$ cat src/ccw_params.svh
// constants for the charge cycle and watchdog control block
//
// Contract
// - power-on reset enters default mode, registers at defaults, expired flag set.
// - default mode charges for the long safety time, then stops; expired flag high.
// - writing 1 to the kick bit enters host mode and clears expired flag.
// - period code zero disables the watchdog; otherwise the host must keep kicking.
// - every kick restarts the watchdog count from zero.
// - expiry sets flag, returns to defaults, keeps limits and battery switch bits.
// - charging enabled only with enable bit 1 and enable pin low.
// - default mode uses the default charge parameter set and long safety time.
// - new cycle needs converter, no faults, switch not forced off, enabled, below target.
// - recharge starts below target minus offset chosen by the offset select bit.
// - after completion, toggling the enable pin or bit starts a new cycle.
// - terminate above recharge level with low current, not while regulating; phase 11, irq.
// - termination enable bit at zero prevents termination.
// - status pin low while charging, released when done, blinks on fault, mode 11 off.
// - phase codes: 00 disabled, 01 precharge, 10 fast, 11 completed.
// - phase and current chosen from battery voltage thresholds.
// - during power management or thermal regulation, no termination, timer at half rate.
// - at cycle end the battery switch opens unless supplement mode is needed.
// - optional top-off timer delays termination, paced like the safety timer.
// - a readable bit shows whether the top-off timer runs.
// - top-off timer resets on pin enable, termination rise or register reset write.
// - top-off settings latched at termination; irq pulse at top-off start and end.
`ifndef CCW_PARAMS_SVH
`define CCW_PARAMS_SVH

`define CCW_CLK_PERIOD_NS 8
`define CCW_TICK_NS 1000000
`define CCW_IRQ_PULSE_NS 256
`define CCW_SAFETY_HOURS 10
`define CCW_MS_PER_HOUR 3600000

`define CCW_ADDR_CTRL 12'h000
`define CCW_ADDR_LIMIT 12'h004
`define CCW_ADDR_STAT 12'h008

`define CCW_B_CHG_EN 0
`define CCW_B_TERM_EN 1
`define CCW_B_RECHG 2
`define CCW_B_FORCE_OFF 3
`define CCW_B_BSW_DLY 4
`define CCW_B_BSW_RST 5
`define CCW_B_PIN_MODE 6
`define CCW_B_WDOG_PER 8
`define CCW_B_TOPOFF 10
`define CCW_B_KICK 12
`define CCW_B_REG_RST 13
`define CCW_B_IIN 0
`define CCW_B_VIN 8
`define CCW_B_ICHG 16

`define CCW_DEF_WDOG_PER 2'h1
`define CCW_DEF_PIN_MODE 2'h0
`define CCW_DEF_TOPOFF 2'h0
`define CCW_DEF_ICHG 6'h22
`define CCW_DEF_IIN 5'h04
`define CCW_DEF_VIN 4'h6
`define CCW_PIN_MODE_OFF 2'h3
`define CCW_SEL_SHORT 2'h0
`define CCW_SEL_PRE 2'h1
`define CCW_SEL_FAST 2'h2

`endif

$ cat src/ccw_pkg.sv
// types shared by the charge cycle and watchdog control block
`default_nettype none
package ccw_pkg;
    typedef enum logic [2:0] {
        CCW_ST_IDLE = 3'b000,
        CCW_ST_CHG = 3'b001,
        CCW_ST_TOPOFF = 3'b010,
        CCW_ST_DONE = 3'b011,
        CCW_ST_FAULT = 3'b100
    } ccw_state_t;
    typedef enum logic [1:0] {
        CCW_PH_OFF = 2'b00,
        CCW_PH_PRE = 2'b01,
        CCW_PH_FAST = 2'b10,
        CCW_PH_DONE = 2'b11
    } ccw_phase_t;
endpackage : ccw_pkg
`default_nettype wire

$ cat src/ccw_ctrl.sv
// charge cycle, top-off and watchdog control with apb register access
//
// The implementer's own choices: the APB interface to the registers and the address map.
`include "ccw_params.svh"
`default_nettype none
module ccw_ctrl
    import ccw_pkg::*;
#(
    parameter int TICK_CYCLES = `CCW_TICK_NS / `CCW_CLK_PERIOD_NS,
    parameter int SAFETY_TICKS = `CCW_SAFETY_HOURS * `CCW_MS_PER_HOUR,
    parameter int WDOG_UNIT_TICKS = 40000,
    parameter int TOPOFF_UNIT_TICKS = 900000,
    parameter int BLINK_TICKS = 500
) (
    input wire logic SYS_CLK_I,
    input wire logic RESET_I,
    input wire logic PSEL_I,
    input wire logic PENABLE_I,
    input wire logic PWRITE_I,
    input wire logic [11:0] PADDR_I,
    input wire logic [31:0] PWDATA_I,
    output logic [31:0] PRDATA_O,
    output logic PREADY_O,
    output logic PSLVERR_O,
    input wire logic CHARGE_ENABLE_PIN_N_I,
    input wire logic CONV_READY_I,
    input wire logic THERMISTOR_FAULT_I,
    input wire logic BAT_BELOW_SHORT_I,
    input wire logic BAT_BELOW_PRE_I,
    input wire logic BAT_BELOW_TARGET_I,
    input wire logic BAT_BELOW_RECHG_I,
    input wire logic CHG_BELOW_TERM_I,
    input wire logic IN_CURRENT_REG_I,
    input wire logic IN_VOLT_REG_I,
    input wire logic THERMAL_REG_I,
    input wire logic SUPPLEMENT_NEED_I,
    output logic CHARGE_ON_O,
    output logic BATT_SWITCH_ON_O,
    output logic [1:0] CURRENT_SEL_O,
    output logic RECHG_SEL_O,
    output logic [5:0] FAST_CURRENT_O,
    output logic [4:0] IN_CURRENT_LIMIT_O,
    output logic [3:0] IN_VOLT_LIMIT_O,
    output logic STAT_PIN_O,
    output logic STAT_PIN_OE_O,
    output logic HOST_IRQ_N_O
);
    localparam int IRQ_CYCLES = `CCW_IRQ_PULSE_NS / `CCW_CLK_PERIOD_NS;

    function automatic logic [31:0] unit_mul(input logic [1:0] code,
                                             input int unit);
        unit_mul = 32'(code) * 32'(unit);
    endfunction : unit_mul

    // ============================================================
    // pin synchronisers
    logic [11:0] sync1_reg;
    logic [11:0] sync2_reg;
    always_ff @(posedge SYS_CLK_I) begin
        sync1_reg <= {CHARGE_ENABLE_PIN_N_I, CONV_READY_I, THERMISTOR_FAULT_I,
                      BAT_BELOW_SHORT_I, BAT_BELOW_PRE_I, BAT_BELOW_TARGET_I,
                      BAT_BELOW_RECHG_I, CHG_BELOW_TERM_I, IN_CURRENT_REG_I,
                      IN_VOLT_REG_I, THERMAL_REG_I, SUPPLEMENT_NEED_I};
        sync2_reg <= sync1_reg;
    end
    wire pin_n = sync2_reg[11];
    wire conv_ok = sync2_reg[10];
    wire therm_fault = sync2_reg[9];
    wire below_short = sync2_reg[8];
    wire below_pre = sync2_reg[7];
    wire below_target = sync2_reg[6];
    wire below_rechg = sync2_reg[5];
    wire cur_low = sync2_reg[4];
    wire dpm_reg = sync2_reg[3] | sync2_reg[2];
    wire therm_reg = sync2_reg[1];
    wire supplement = sync2_reg[0];

    // ============================================================
    // apb slave: one wait state, pready and data from flops
    logic pready_reg;
    logic pslverr_reg;
    logic [31:0] prdata_reg;
    wire access = PSEL_I & PENABLE_I;
    wire hit_ctrl = PADDR_I == `CCW_ADDR_CTRL;
    wire hit_limit = PADDR_I == `CCW_ADDR_LIMIT;
    wire hit_stat = PADDR_I == `CCW_ADDR_STAT;
    wire mapped = hit_ctrl | hit_limit | hit_stat;
    wire fire = access & pready_reg;
    wire wr_ctrl = fire & PWRITE_I & hit_ctrl;
    wire wr_limit = fire & PWRITE_I & hit_limit;
    wire kick = wr_ctrl & PWDATA_I[`CCW_B_KICK];
    wire reg_rst = wr_ctrl & PWDATA_I[`CCW_B_REG_RST];

    // ============================================================
    // control registers
    logic chg_en_reg;
    logic term_en_reg;
    logic rechg_sel_reg;
    logic force_off_reg;
    logic bsw_dly_reg;
    logic bsw_rst_reg;
    logic [1:0] pin_mode_reg;
    logic [1:0] wdog_per_reg;
    logic [1:0] topoff_set_reg;
    logic [5:0] ichg_reg;
    logic [4:0] iin_reg;
    logic [3:0] vin_reg;
    logic wdog_exp_reg;
    logic wdog_fire;

    // expiry puts the programmable set back to defaults
    always_ff @(posedge SYS_CLK_I) begin
        if (RESET_I || reg_rst || wdog_fire) begin
            chg_en_reg <= 1'b1;
            term_en_reg <= 1'b1;
            rechg_sel_reg <= 1'b0;
            pin_mode_reg <= `CCW_DEF_PIN_MODE;
            wdog_per_reg <= `CCW_DEF_WDOG_PER;
            topoff_set_reg <= `CCW_DEF_TOPOFF;
            ichg_reg <= `CCW_DEF_ICHG;
        end else if (wr_ctrl) begin
            chg_en_reg <= PWDATA_I[`CCW_B_CHG_EN];
            term_en_reg <= PWDATA_I[`CCW_B_TERM_EN];
            rechg_sel_reg <= PWDATA_I[`CCW_B_RECHG];
            pin_mode_reg <= PWDATA_I[`CCW_B_PIN_MODE +: 2];
            wdog_per_reg <= PWDATA_I[`CCW_B_WDOG_PER +: 2];
            topoff_set_reg <= PWDATA_I[`CCW_B_TOPOFF +: 2];
        end else if (wr_limit) begin
            ichg_reg <= PWDATA_I[`CCW_B_ICHG +: 6];
        end
    end

    // limits and battery switch bits survive watchdog expiry
    always_ff @(posedge SYS_CLK_I) begin
        if (RESET_I || reg_rst) begin
            force_off_reg <= 1'b0;
            bsw_dly_reg <= 1'b0;
            bsw_rst_reg <= 1'b1;
            iin_reg <= `CCW_DEF_IIN;
            vin_reg <= `CCW_DEF_VIN;
        end else if (wr_ctrl) begin
            force_off_reg <= PWDATA_I[`CCW_B_FORCE_OFF];
            bsw_dly_reg <= PWDATA_I[`CCW_B_BSW_DLY];
            bsw_rst_reg <= PWDATA_I[`CCW_B_BSW_RST];
        end else if (wr_limit) begin
            iin_reg <= PWDATA_I[`CCW_B_IIN +: 5];
            vin_reg <= PWDATA_I[`CCW_B_VIN +: 4];
        end
    end

    // ============================================================
    // millisecond tick, and the slowed tick shared by the safety and top-off timers (the watchdog counts the plain tick)
    logic [31:0] tick_cnt_reg;
    logic tick_reg;
    logic half_reg;
    wire slow = dpm_reg | therm_reg;
    wire adv = tick_reg & ~therm_fault & (~slow | half_reg);
    always_ff @(posedge SYS_CLK_I) begin
        if (RESET_I) begin
            tick_cnt_reg <= 32'h0000_0000;
            tick_reg <= 1'b0;
            half_reg <= 1'b0;
        end else begin
            tick_reg <= tick_cnt_reg == 32'(TICK_CYCLES - 1);
            tick_cnt_reg <= (tick_cnt_reg == 32'(TICK_CYCLES - 1)) ?
                            32'h0000_0000 : tick_cnt_reg + 32'h0000_0001;
            if (tick_reg && slow) begin
                half_reg <= ~half_reg;
            end
        end
    end

    // ============================================================
    // watchdog
    logic [31:0] wdog_cnt_reg;
    wire host_mode = ~wdog_exp_reg;
    wire wdog_on = host_mode & (wdog_per_reg != 2'h0);
    wire [31:0] wdog_lim = unit_mul(wdog_per_reg, WDOG_UNIT_TICKS);
    assign wdog_fire = wdog_on & tick_reg &
                       (wdog_cnt_reg >= wdog_lim - 32'h0000_0001);
    always_ff @(posedge SYS_CLK_I) begin
        if (RESET_I) begin
            wdog_exp_reg <= 1'b1;
            wdog_cnt_reg <= 32'h0000_0000;
        end else begin
            if (wdog_fire) begin
                wdog_exp_reg <= 1'b1;
            end else if (kick) begin
                wdog_exp_reg <= 1'b0;
            end
            if (kick || !wdog_on) begin
                wdog_cnt_reg <= 32'h0000_0000;
            end else if (tick_reg) begin
                wdog_cnt_reg <= wdog_cnt_reg + 32'h0000_0001;
            end
        end
    end

    // ============================================================
    // charge cycle
    ccw_state_t state_reg;
    ccw_state_t state_next;
    logic [31:0] saf_cnt_reg;
    logic [31:0] top_cnt_reg;
    logic [1:0] top_lat_reg;
    logic pin_n_d_reg;
    logic chg_bit_d_reg;
    wire enabled = chg_en_reg & ~pin_n;
    wire start_ok = conv_ok & ~therm_fault & ~force_off_reg & enabled &
                    (ichg_reg != 6'h00) & below_target;
    wire saf_done = saf_cnt_reg >= 32'(SAFETY_TICKS);
    wire term_ok = term_en_reg & ~below_rechg & cur_low &
                   ~slow;
    wire top_done = adv &
        (top_cnt_reg >= unit_mul(top_lat_reg, TOPOFF_UNIT_TICKS) -
         32'h0000_0001);
    wire pin_enable_edge = pin_n_d_reg & ~pin_n;
    // a toggle of either enable source drops the cycle back to idle
    wire toggled = (pin_n != pin_n_d_reg) | (chg_en_reg != chg_bit_d_reg);
    wire running = (state_reg == CCW_ST_CHG) | (state_reg == CCW_ST_TOPOFF);
    wire enter_top = (state_reg == CCW_ST_CHG) & (state_next == CCW_ST_TOPOFF);
    wire irq_event = running & (state_next == CCW_ST_DONE) | enter_top;

    always_comb begin
        state_next = state_reg;
        case (state_reg)
            CCW_ST_IDLE: begin
                if (start_ok) begin
                    state_next = CCW_ST_CHG;
                end
            end
            CCW_ST_CHG: begin
                if (!enabled) begin
                    state_next = CCW_ST_IDLE;
                end else if (saf_done) begin
                    state_next = CCW_ST_FAULT;
                end else if (term_ok && topoff_set_reg != 2'h0) begin
                    state_next = CCW_ST_TOPOFF;
                end else if (term_ok) begin
                    state_next = CCW_ST_DONE;
                end
            end
            CCW_ST_TOPOFF: begin
                if (!enabled) begin
                    state_next = CCW_ST_IDLE;
                end else if (saf_done) begin
                    state_next = CCW_ST_FAULT;
                end else if (top_done) begin
                    state_next = CCW_ST_DONE;
                end
            end
            CCW_ST_DONE: begin
                if (!enabled || toggled) begin
                    state_next = CCW_ST_IDLE;
                end else if (below_rechg && start_ok) begin
                    state_next = CCW_ST_CHG;
                end
            end
            CCW_ST_FAULT: begin
                if (!enabled || toggled) begin
                    state_next = CCW_ST_IDLE;
                end
            end
            default: begin
                state_next = CCW_ST_IDLE;
            end
        endcase
    end

    always_ff @(posedge SYS_CLK_I) begin
        if (RESET_I) begin
            state_reg <= CCW_ST_IDLE;
            pin_n_d_reg <= 1'b1;
            chg_bit_d_reg <= 1'b1;
            saf_cnt_reg <= 32'h0000_0000;
            top_cnt_reg <= 32'h0000_0000;
            top_lat_reg <= `CCW_DEF_TOPOFF;
        end else begin
            state_reg <= state_next;
            pin_n_d_reg <= pin_n;
            chg_bit_d_reg <= chg_en_reg;
            if (!running) begin
                saf_cnt_reg <= 32'h0000_0000;
            end else if (adv && !saf_done) begin
                saf_cnt_reg <= saf_cnt_reg + 32'h0000_0001;
            end
            if (enter_top) begin
                top_lat_reg <= topoff_set_reg;
            end
            if (enter_top || pin_enable_edge || reg_rst ||
                state_reg != CCW_ST_TOPOFF) begin
                top_cnt_reg <= 32'h0000_0000;
            end else if (adv) begin
                top_cnt_reg <= top_cnt_reg + 32'h0000_0001;
            end
        end
    end

    // ============================================================
    // phase report, current select and battery switch
    logic [1:0] phase_next;
    logic [1:0] phase_reg;
    logic [1:0] sel_next;
    assign sel_next = below_short ? `CCW_SEL_SHORT :
                      below_pre ? `CCW_SEL_PRE : `CCW_SEL_FAST;
    always_comb begin
        case (state_next)
            CCW_ST_CHG, CCW_ST_TOPOFF: begin
                phase_next = below_pre ? CCW_PH_PRE : CCW_PH_FAST;
            end
            CCW_ST_DONE: begin
                phase_next = CCW_PH_DONE;
            end
            default: begin
                phase_next = CCW_PH_OFF;
            end
        endcase
    end

    logic charge_on_reg;
    logic bsw_on_reg;
    logic [1:0] sel_reg;
    always_ff @(posedge SYS_CLK_I) begin
        if (RESET_I) begin
            phase_reg <= CCW_PH_OFF;
            charge_on_reg <= 1'b0;
            bsw_on_reg <= 1'b1;
            sel_reg <= `CCW_SEL_SHORT;
        end else begin
            phase_reg <= phase_next;
            charge_on_reg <= (state_next == CCW_ST_CHG) |
                             (state_next == CCW_ST_TOPOFF);
            bsw_on_reg <= ~force_off_reg &
                ~((state_next == CCW_ST_DONE) & ~supplement);
            sel_reg <= sel_next;
        end
    end

    // ============================================================
    // status pin and host interrupt pulse
    logic [15:0] blink_cnt_reg;
    logic blink_reg;
    logic stat_oe_reg;
    logic [15:0] irq_cnt_reg;
    logic irq_n_reg;
    always_ff @(posedge SYS_CLK_I) begin
        if (RESET_I) begin
            blink_cnt_reg <= 16'h0000;
            blink_reg <= 1'b0;
            stat_oe_reg <= 1'b0;
            irq_cnt_reg <= 16'h0000;
            irq_n_reg <= 1'b1;
        end else begin
            if (tick_reg) begin
                if (blink_cnt_reg == 16'(BLINK_TICKS - 1)) begin
                    blink_cnt_reg <= 16'h0000;
                    blink_reg <= ~blink_reg;
                end else begin
                    blink_cnt_reg <= blink_cnt_reg + 16'h0001;
                end
            end
            if (pin_mode_reg == `CCW_PIN_MODE_OFF) begin
                stat_oe_reg <= 1'b0;
            end else if (state_reg == CCW_ST_FAULT) begin
                stat_oe_reg <= blink_reg;
            end else begin
                stat_oe_reg <= running;
            end
            // an event during a pulse restarts it rather than being lost
            if (irq_event) begin
                irq_cnt_reg <= 16'(IRQ_CYCLES);
            end else if (irq_cnt_reg != 16'h0000) begin
                irq_cnt_reg <= irq_cnt_reg - 16'h0001;
            end
            irq_n_reg <= ~(irq_event | (irq_cnt_reg > 16'h0001));
        end
    end

    // ============================================================
    // read data
    wire [31:0] rd_ctrl = {20'h0_0000, topoff_set_reg, wdog_per_reg,
                           pin_mode_reg, bsw_rst_reg, bsw_dly_reg,
                           force_off_reg, rechg_sel_reg, term_en_reg,
                           chg_en_reg};
    wire [31:0] rd_limit = {10'h000, ichg_reg, 4'h0, vin_reg, 3'h0, iin_reg};
    wire [31:0] rd_stat = {26'h000_0000, state_reg == CCW_ST_FAULT,
                           host_mode, state_reg == CCW_ST_TOPOFF,
                           wdog_exp_reg, phase_reg};
    wire [31:0] rd_mux = hit_ctrl ? rd_ctrl : hit_limit ? rd_limit :
                         hit_stat ? rd_stat : 32'h0000_0000;
    always_ff @(posedge SYS_CLK_I) begin
        if (RESET_I) begin
            pready_reg <= 1'b0;
            pslverr_reg <= 1'b0;
            prdata_reg <= 32'h0000_0000;
        end else begin
            pready_reg <= access & ~pready_reg;
            pslverr_reg <= access & ~pready_reg & ~mapped;
            prdata_reg <= (access & ~pready_reg & ~PWRITE_I) ?
                          rd_mux : 32'h0000_0000;
        end
    end

    assign PRDATA_O = prdata_reg;
    assign PREADY_O = pready_reg;
    assign PSLVERR_O = pslverr_reg;
    assign CHARGE_ON_O = charge_on_reg;
    assign BATT_SWITCH_ON_O = bsw_on_reg;
    assign CURRENT_SEL_O = sel_reg;
    assign RECHG_SEL_O = rechg_sel_reg;
    assign FAST_CURRENT_O = ichg_reg;
    assign IN_CURRENT_LIMIT_O = iin_reg;
    assign IN_VOLT_LIMIT_O = vin_reg;
    assign STAT_PIN_O = 1'b0;
    assign STAT_PIN_OE_O = stat_oe_reg;
    assign HOST_IRQ_N_O = irq_n_reg;
endmodule : ccw_ctrl
`default_nettype wire

$ cat config.mk
export PLATFORM = sky130hd
export DESIGN_NAME = ccw_ctrl
export DESIGN_NICKNAME = d
export VERILOG_FILES = /design/src/ccw_pkg.sv /design/src/ccw_ctrl.sv
export VERILOG_INCLUDE_DIRS = /design/src
export SDC_FILE = /design/constraint.sdc
export NUM_CORES = 1
export LEC_CHECK = 0
export BUFFER_PORTS_ARGS = -buffer_cell sky130_fd_sc_hd__clkbuf_2
export CORE_UTILIZATION = 55
export CTS_CLUSTER_SIZE = 24
export DETAILED_ROUTE_END_ITERATION = 7
export PLACE_DENSITY = 0.75
export SYNTH_ARGS = -nofsm -noshare
export SYNTH_HDL_FRONTEND = slang
export SYNTH_SLANG_ARGS = --single-unit
$ cat constraint.sdc
create_clock -name SYS_CLK_I -period 6.1 [get_ports SYS_CLK_I]
set_clock_uncertainty 0.1 [all_clocks]
set_input_delay 1.83 -clock SYS_CLK_I [delete_from_list [all_inputs] [get_ports SYS_CLK_I]]
set_output_delay 1.83 -clock SYS_CLK_I [all_outputs]
set_load 0.05 [all_outputs]
Word-level counts from Yosys, hierarchy flattened

Index checks and enable logic that the tools add are counted.
W data, S select, Z words.

Bits in registers: 264
Logic and storage cells: 182

Add/subtract/negate cells: 8
Multipliers: 2
Order comparisons: 4
Eq/ne operators: 15
Muxes and demuxes: 21
Bitwise operators: 57
Reduce and logical (&&, ||, !) cells: 35

Operators with widths:

| cell                    | count |
|---|---|
| $add A32 B1 Y32 const B | 4 |
| $ge A32 B32 Y1          | 2 |
| $mux W3                 | 11 |
| $eq A32 B17 Y1 const B  | 1 |
| $ge A32 B26 Y1 const B  | 1 |
| $and A1 B1 Y1           | 30 |
| $sub A22 B1 Y23 const B | 1 |
| $mux W22                | 1 |
| $reduce_or A2 Y1        | 10 |
| $sub A18 B1 Y19 const B | 1 |
| $mux W6                 | 3 |
| $mul A2 B15 Y17 const B | 1 |
| $not A1 Y1              | 17 |
| $add A16 B1 Y16 const B | 1 |
| $eq A16 B9 Y1 const B   | 1 |
| $gt A16 B1 Y1 const B   | 1 |
| $mux W16                | 1 |
| $reduce_bool A16 Y1     | 1 |
| $sub A16 B1 Y16 const B | 1 |
| $pmux W3 S5             | 1 |
| $eq A12 B3 Y1 const B   | 1 |
| $eq A12 B4 Y1 const B   | 1 |
| $eq A3 B2 Y1 const B    | 4 |
| $logic_not A12 Y1       | 1 |
| 20 further kinds        | 45 |

Longest topological paths before layout

Gate-level depths: netlist of the first run.

Depth in word-level cells: 16
Gate-level depth with buffers: 13

Least setup slack after synthesis of the first run

OpenSTA, ideal clock, no wires.

Kind: in2reg
From: in PADDR_I[5]
To: reg top_cnt_reg[29]
Setup time: 0.121 ns
Arrival time: 3.471 ns
Required time: 5.879 ns
Slack: 2.408 ns
Stages on the path: 9
Path buffers: 1
Path through: nor4_1 > nand3_1 > nor4_4 > nand2_1 > nand2_2 > or3_1 > buf_4 > nor2_1 > mux2_2

Cells in the longest elaborated chain, start to end: 6

RTL lines:

| item                               | line            | text |
|---|---|---|
| from (decl)                        | ccw_ctrl.sv:20  | `input wire logic [11:0] PADDR_I,` |
| $logic_not A12 Y1 (no source line) | -               |  |
| $and A1 B1 Y1                      | ccw_ctrl.sv:89  | `wire wr_ctrl = fire & PWRITE_I & hit_ctrl;` |
| $and A1 B1 Y1                      | ccw_ctrl.sv:92  | `` wire reg_rst = wr_ctrl & PWDATA_I[`CCW_B_REG_RST]; `` |
| $logic_or A1 B1 Y1 (2 in a row)    | ccw_ctrl.sv:290 | `if (enter_top \|\| pin_enable_edge \|\| reg_rst \|\|` |
| $reduce_or A2 Y1 (no source line)  | -               |  |
| to (signal assigned)               | ccw_ctrl.sv:294 | `top_cnt_reg <= top_cnt_reg + 32'h0000_0001;` |
| to (decl)                          | ccw_ctrl.sv:204 | `logic [31:0] top_cnt_reg;` |

No other way between the ends.
A chain may end at the register's enable or synchronous reset.

Worst setup path in the final report of the first run

From: in PADDR_I[5]
To: reg top_cnt_reg[8]

The elaborated chain is that of the path after synthesis.

==> results of run 1 <==
## through the flow
stage | instance area, sq um | utilization [%] | power [mW]
2_1_floorplan | 11400 | - | 2.05
5_1_grt | 13000 | 64.2 | 3.95
4_1_cts | 13000 | 64.2 | 3.83
6_report | 13000 | 64.2 | 3.80
3_3_place_gp | 12000 | 59.5 | 2.10
3_5_place_dp | 12000 | 59.5 | 2.12
## cell type report
class	count	area share (%)
multi-input combinational	963	46.7
sequential	250	38.5
clock buffer	37	6.03
timing repair buffer	97	3.87
tap	270	2.60
clock inverter	12	1.34
inverter	32	0.924
antenna	1	0.0193
## power groups by stage
stage                     clock network, mW  logic, mW  registers, mW
after floorplan                           0      0.269           1.78
after global placement                    0      0.335           1.77
after detailed placement                  0      0.344           1.77
after CTS                              1.75      0.346           1.74
after global routing                   1.82      0.388           1.74
final                                  1.72      0.345           1.74
## cell usage in the layout (no fill, tap or decap), types with 31 or more instances in the layout
master,Yosys,routed
ha_1,71,71
a21oi_1,48,48
nand3_1,50,50
xnor2_1,47,47
xor2_1,82,82
nand2_1,131,131
o21ai_0,32,32
clkbuf_2,0,90
nand4_1,38,38
inv_1,31,31
and3_1,33,33
dfxtp_1,250,250
nor2_1,207,207
## worst max-delay path: stages
cell	delay, ns
clkbuf_2	0.08
nor4_1	0.26
nand3_1	0.24
nor4_4	0.25
buf_4	0.27
nand2_1	0.09
nand2_2	0.33
or3_1	0.57
buf_4	0.35
nor2_1	0.08
## layer usage
metal	part of all wire, %	wire length [microns]
met2	47	11200
met3	4.2	985
met1	46	11000
met4	2.1	489
met5	0	0
## worst max-delay path by stage
stage                              endpoint        from  depth (start not counted)  slack [ns]
3_3_place_gp    top_cnt_reg[8]$_SDFFE_PP0P_  PADDR_I[5]                         10        1.55
4_1_cts         top_cnt_reg[8]$_SDFFE_PP0P_  PADDR_I[5]                         10        2.08
3_5_place_dp    top_cnt_reg[5]$_SDFFE_PP0P_  PADDR_I[5]                         10        1.51
6_report        top_cnt_reg[8]$_SDFFE_PP0P_  PADDR_I[5]                         10        2.04
5_1_grt        top_cnt_reg[11]$_SDFFE_PP0P_  PADDR_I[9]                         10        1.83
2_1_floorplan  top_cnt_reg[29]$_SDFFE_PP0P_  PADDR_I[5]                          9        2.41
## cells by family (layout without fill, tap and decap cells)
kind of cell / after synthesis / count (layout)
fa+ha+maj: 71 / 71
xor+xnor: 129 / 129
compound gates: 138 / 138
simple gates: 587 / 587
other cells: 1 / 18
flops: 250 / 250
buf+inv: 77 / 178
mux: 21 / 21
==> results.md, run 1 <==
- Sequential Power Share: 45.7%
- Unrepaired setup endpoints after global routing: false
- Fin Hold WS: 0.224 ns
- Final setup viols: 0
- Initial Util: 56.2%
- Final hold vios: 0
- Most Crowded Layer GR: met2
- DRC viols: 0
- WP data required: 6.41 ns
- Reg2reg start: wdog_per_reg[0]$_SDFFE_PP1P_
- Syn-to-layout area delta: 14.2%
- Port bufs: 90
- CTS tree: done
- # Post-CTS Setup Buffers: 0
- DIE AREA: 21,300 sq um
- Initial antenna violation count: 1
- CTS Hold Bufs: 0
- Leading area contributor after synthesis: dfxtp_1
- Later-pin clock latency in the skew report: 0.53 ns
- Final period utilization: 66.6%
- Hold depth: 0
- Layout cells sized above 1: 12.0%
- Worst relative slew slack: 25.2%
- Clock Sinks: 250
- DRT iter0 DRCs: 446
- Synth top cells by count: 250 x dfxtp_1, 207 x nor2_1, 131 x nand2_1, 82 x xor2_1, 71 x ha_1
- Initial DRT Pass Iterations: 5
- IO Count: 118
- Pre-CTS WS: 1.51 ns
- Max-slew violation count: 0
- Via-to-Cell Ratio: 5.36
- CTS Root Cell: clkbuf_16
- Multiplexer share of the synthesized area: 1.87%
- Worst-path clk slew: 0.06 ns
- Fin crit period: 4.06 ns
- Tot GR Track Use: 22.5%
- P_int: 2.89 mW
- Grt ovf: 0
- Cell depth of the worst flop-to-flop path: 12
- Clock tree buffer depth: 3
- Post-synthesis xor/xnor area fraction: 9.93%
- Dominant synthesized flop cell: dfxtp_1
- Multi-input gate area: 6070 sq um
- Cells after DPL: 1,612
- Flop2flop setup slack: 2.40 ns
- Setup CP Type: in2reg
- Max Cap Viol: 0
- Most frequent cell after synthesis: dfxtp_1
- Clk pwr share: 45.2%
- Setup TNS: 0 ns
- Cell area power density: 292 nW/um^2
- Compound-Gate Fraction of Synth Area: 7.88%
- Antenna Nets Post-Route: 0
- Top cells by area, synth: dfxtp_1 44%, ha_1 7.8%, nor2_1 6.8%
- Register area: 5000 sq um
- GR met2 Demand/Resource: 38.2%
- Cells resized by post-CTS repair: 0
- Final Non-Filler Cells: 1,662
- Launching element type of the critical path: input pin
- F_max: 0.246 GHz
- Die W: 146 microns
- Nets: 1,503
- Syn. warnings: 0
- Via Count: 8,908
- EDFF count, synth: 0
- Synth Area per Inst: 8.93 sq um
- Number of global-route vias before repair: 8,597
- Largest net degree at the start of global routing: 33
- Combinational Power Share: 9.1%
- Worst Setup End Kind: flip-flop
- Detailed Place HPWL: 16,900 microns
- Synth Cell Area: 11,400 sq um
- Synth async-reset ratio: 0%
- CTS buffer count: 27
- Final wirelength: 23,700 microns
- Core footprint: 20,200 sq um
- Status: completed
- Sequential element share of the synthesized area: 44.0%
- Post-synth top area share: 44.0%
- Hold Crit Endpoint: sync2_reg[6]$_DFF_P_
- Worst hold path startpoint: sync1_reg[6]$_DFF_P_
- GPL Wtd Cong: 0.815
- Worst VDD drop: 211 uV
- Sw Share: 23.9%
- H-tree depth: 1
- Synthesis-stage register bit count: 250
- Critical Path AT: 4.38 ns
- CP max FO: 19
- Cell variety after synth: 69
- Die height: 146 microns
- Reg2Reg Capture Point: wdog_per_reg[0]$_SDFFE_PP1P_
- Met3 usage: 3.89%
- Fill count: 1,682
- Leakage: 5.14 nW
- Mapped Cells: 1,274
- PnR worst setup slack: 2.04 ns
- Hold Crit Class: reg2reg
- Slew @ Worst Pin: 1.11 ns
- Avg WL per Cell: 14.3 microns
- Adder-Cell Fraction of Synth Area: 7.81%
- Placement Rows: 52
- Synth Area in Simple Gates: 25.3%
- Largest family of logic cells by synthesized area: simple AND/OR/NAND/NOR gates
- Grt met1 use: 29.1%
- P_sw: 908 uW
- First-pass GRT wire length: 40,200 microns
(Power assumes the default switching activity.)
==> inputs of run 2 (changes only) <==
clock period = 3.9 ns   (was 6.1 ns; I/O delays follow)
==> run 2 against run 1 <==
Effect of this change:
- non-clock buffer count increased by 8
- largest power group unchanged
- first-iteration DRC count increased by 7.0%
- utilization increased by 0.23 points
- largest cell class unchanged
- sequential cell count unchanged
- via count about the same
- critical path type is now reg2reg
==> results.md, run 2 (synthesis gave the netlist of run 1 again) <==
- Status: completed (unchanged)
- H-tree depth: 1 (unchanged)
- CP max FO: 8 (was 19)
- Initial Util: 56.2% (unchanged)
- Clock tree buffer depth: 3 (unchanged)
- Launching element type of the critical path: flip-flop (was input pin)
- Unrepaired setup endpoints after global routing: false (unchanged)
- N_diodes: 0 (was 1)
- Fin crit period: 3.42 ns
- Setup TNS: 0 ns (unchanged)
- Cells resized by post-CTS repair: 0 (unchanged)
- Leakage: 5.19 nW (was 5.14 nW)
- Setup CP Type: reg2reg (was in2reg)
- Max-slew violation count: 0 (unchanged)
- Later-pin clock latency in the skew report: 0.54 ns (was 0.53 ns)
- CTS tree: done (unchanged)
- Worst VDD drop: 367 uV (was 211 uV)
- Die height: 146 microns (unchanged)
- Final period utilization: 87.6%
- Initial antenna violation count: 2 (was 1)
- Detailed Place HPWL: 16,900 microns (about the same)
- Grt ovf: 0 (unchanged)
- CTS Hold Bufs: 0 (unchanged)
- Syn-to-layout area delta: 14.6% (was 14.2%)
- # Post-CTS Setup Buffers: 0 (unchanged)
- Initial DRT Pass Iterations: 4 (was 5)
- Clock Sinks: 250 (unchanged)
- Commonest non-fill, non-tap cells in the layout: 250 x dfxtp_1, 207 x nor2_1, 131 x nand2_1, 90 x clkbuf_2, 82 x xor2_1 (unchanged)
- Die W: 146 microns (unchanged)
- Nets: 1,511 (was 1,503)
- Tot GR Track Use: 22.5% (about the same)
- CTS Root Cell: clkbuf_16 (unchanged)
- Max Cap Viol: 0 (unchanged)
- Via Count: 8,909 (was 8,908)
- Slew @ Worst Pin: 1.13 ns (was 1.11 ns)
- Final wirelength: 23,500 microns (was 23,700 microns)
- Antenna Nets Post-Route: 0 (unchanged)
- Leading cell type in the layout, fill and taps excluded: dfxtp_1 (unchanged)
- WP data required: 4.17 ns (was 6.41 ns)
- CTS buffer count: 27 (unchanged)
- Via-to-Cell Ratio: 5.34 (was 5.36)
- Worst-path clk slew: 0.06 ns (about the same)
- Worst relative slew slack: 24.4% (was 25.2%)
- GPL Wtd Cong: 0.850 (was 0.815)
- DRC viols: 0 (unchanged)
- DRT iter0 DRCs: 477 (was 446)
- Core footprint: 20,200 sq um (unchanged)
- Placement Rows: 52 (unchanged)
- Cell area power density: 456 nW/um^2 (was 292 nW/um^2)
- DIE AREA: 21,300 sq um (unchanged)
- Final hold vios: 0 (unchanged)
- F_max: 0.293 GHz
- Hold Crit Class: reg2reg (unchanged)
- Port bufs: 90 (unchanged)
- Number of global-route vias before repair: 8,597 (unchanged)
- Critical Path AT: 3.69 ns (was 4.38 ns)
- Largest net degree at the start of global routing: 33 (unchanged)
- Fin Hold WS: 0.222 ns (was 0.224 ns)
- First-pass GRT wire length: 40,100 microns (was 40,200 microns)
- Fill count: 1,697 (was 1,682)
- Final setup viols: 0 (unchanged)
- Worst Setup End Kind: flip-flop (unchanged)
- Avg WL per Cell: 14.1 microns (was 14.3 microns)
- Layout cells sized above 1: 12.5% (was 12.0%)
- IO Count: 118 (unchanged)
## run 2: cell types whose count changed in the layout (fill, tap and decap cells not counted), sizes merged
cell,change
buf,+8
clkbuf,-5
clkinv,+4
clkinvlp,-3
bufinv,+1
diode,-1
inv,+1
## run 2: worst max-delay path, stage by stage, from the launching register on
cell and delay [ns]:
dfxtp_1 0.43, inv_1 0.14, ha_1 0.23, inv_1 0.22, ha_1 0.32, a21oi_1 0.12
o21ai_0 0.10, a21o_1 0.19, a211oi_1 0.23, nor2_1 0.07, o41a_1 0.38, o21ai_1 0.52
o2111ai_1 0.20
## run 2: path summary, 6_finish.rpt
check                                                  start                           end  slack [ns]  depth (start not counted)
worst max-delay path            wdog_per_reg[0]$_SDFFE_PP1P_  wdog_per_reg[0]$_SDFFE_PP1P_        0.48                         12
worst min register to register          sync1_reg[2]$_DFF_P_          sync2_reg[2]$_DFF_P_        0.22                          0
worst min-delay path                    sync1_reg[2]$_DFF_P_          sync2_reg[2]$_DFF_P_        0.22                          0
worst max register to register  wdog_per_reg[0]$_SDFFE_PP1P_  wdog_per_reg[0]$_SDFFE_PP1P_        0.48                         12
## run 2: area by class of cell
type	count	area, sq um	share of cell area [%]
repair buffers	105	563	4.32
well taps	270	338	2.59
flip-flops and latches	250	5000	38.4
clock inverters	15	213	1.63
inverters	32	120	0.921
multi-input cells	963	6070	46.5
clock buffers	32	734	5.63
## run 2: power by group
group	switching (mW)	total (mW)	leakage (nW)	internal (mW)
combinational	0.330	0.546	2.69	0.216
sequential	0.0759	2.72	2.03	2.64
clock	1.01	2.68	0.471	1.67
total	1.42	5.95	5.19	4.53
## run 2: layer usage
| metal | part of all wire (%) | vias up | GRT usage (%) |
|---|---|---|---|
| met3 | 3.9 | 47 | 3.57 |
| li1 | - | 4556 | - |
| met4 | 2.8 | 2 | 7.37 |
| met5 | 0.055 | - | 0 |
| met1 | 46 | 4156 | 28.5 |
| met2 | 48 | 148 | 38.9 |
## run 2: per-stage QoR
step / cells / setup slack [ns] / utilization (%) / power, mW / area, sq um
CTS: 1667 / 0.482 / 64.5 / 6.01 / 13000
detailed placement: 1620 / 0.484 / 59.8 / 3.32 / 12100
finish: 1667 / 0.484 / 64.5 / 5.95 / 13000
global placement: 1620 / 0.550 / 59.8 / 3.29 / 12100
floorplan: 1290 / 0.868 / - / 3.20 / 11400
global route: 1667 / 0.189 / 64.5 / 6.19 / 13000
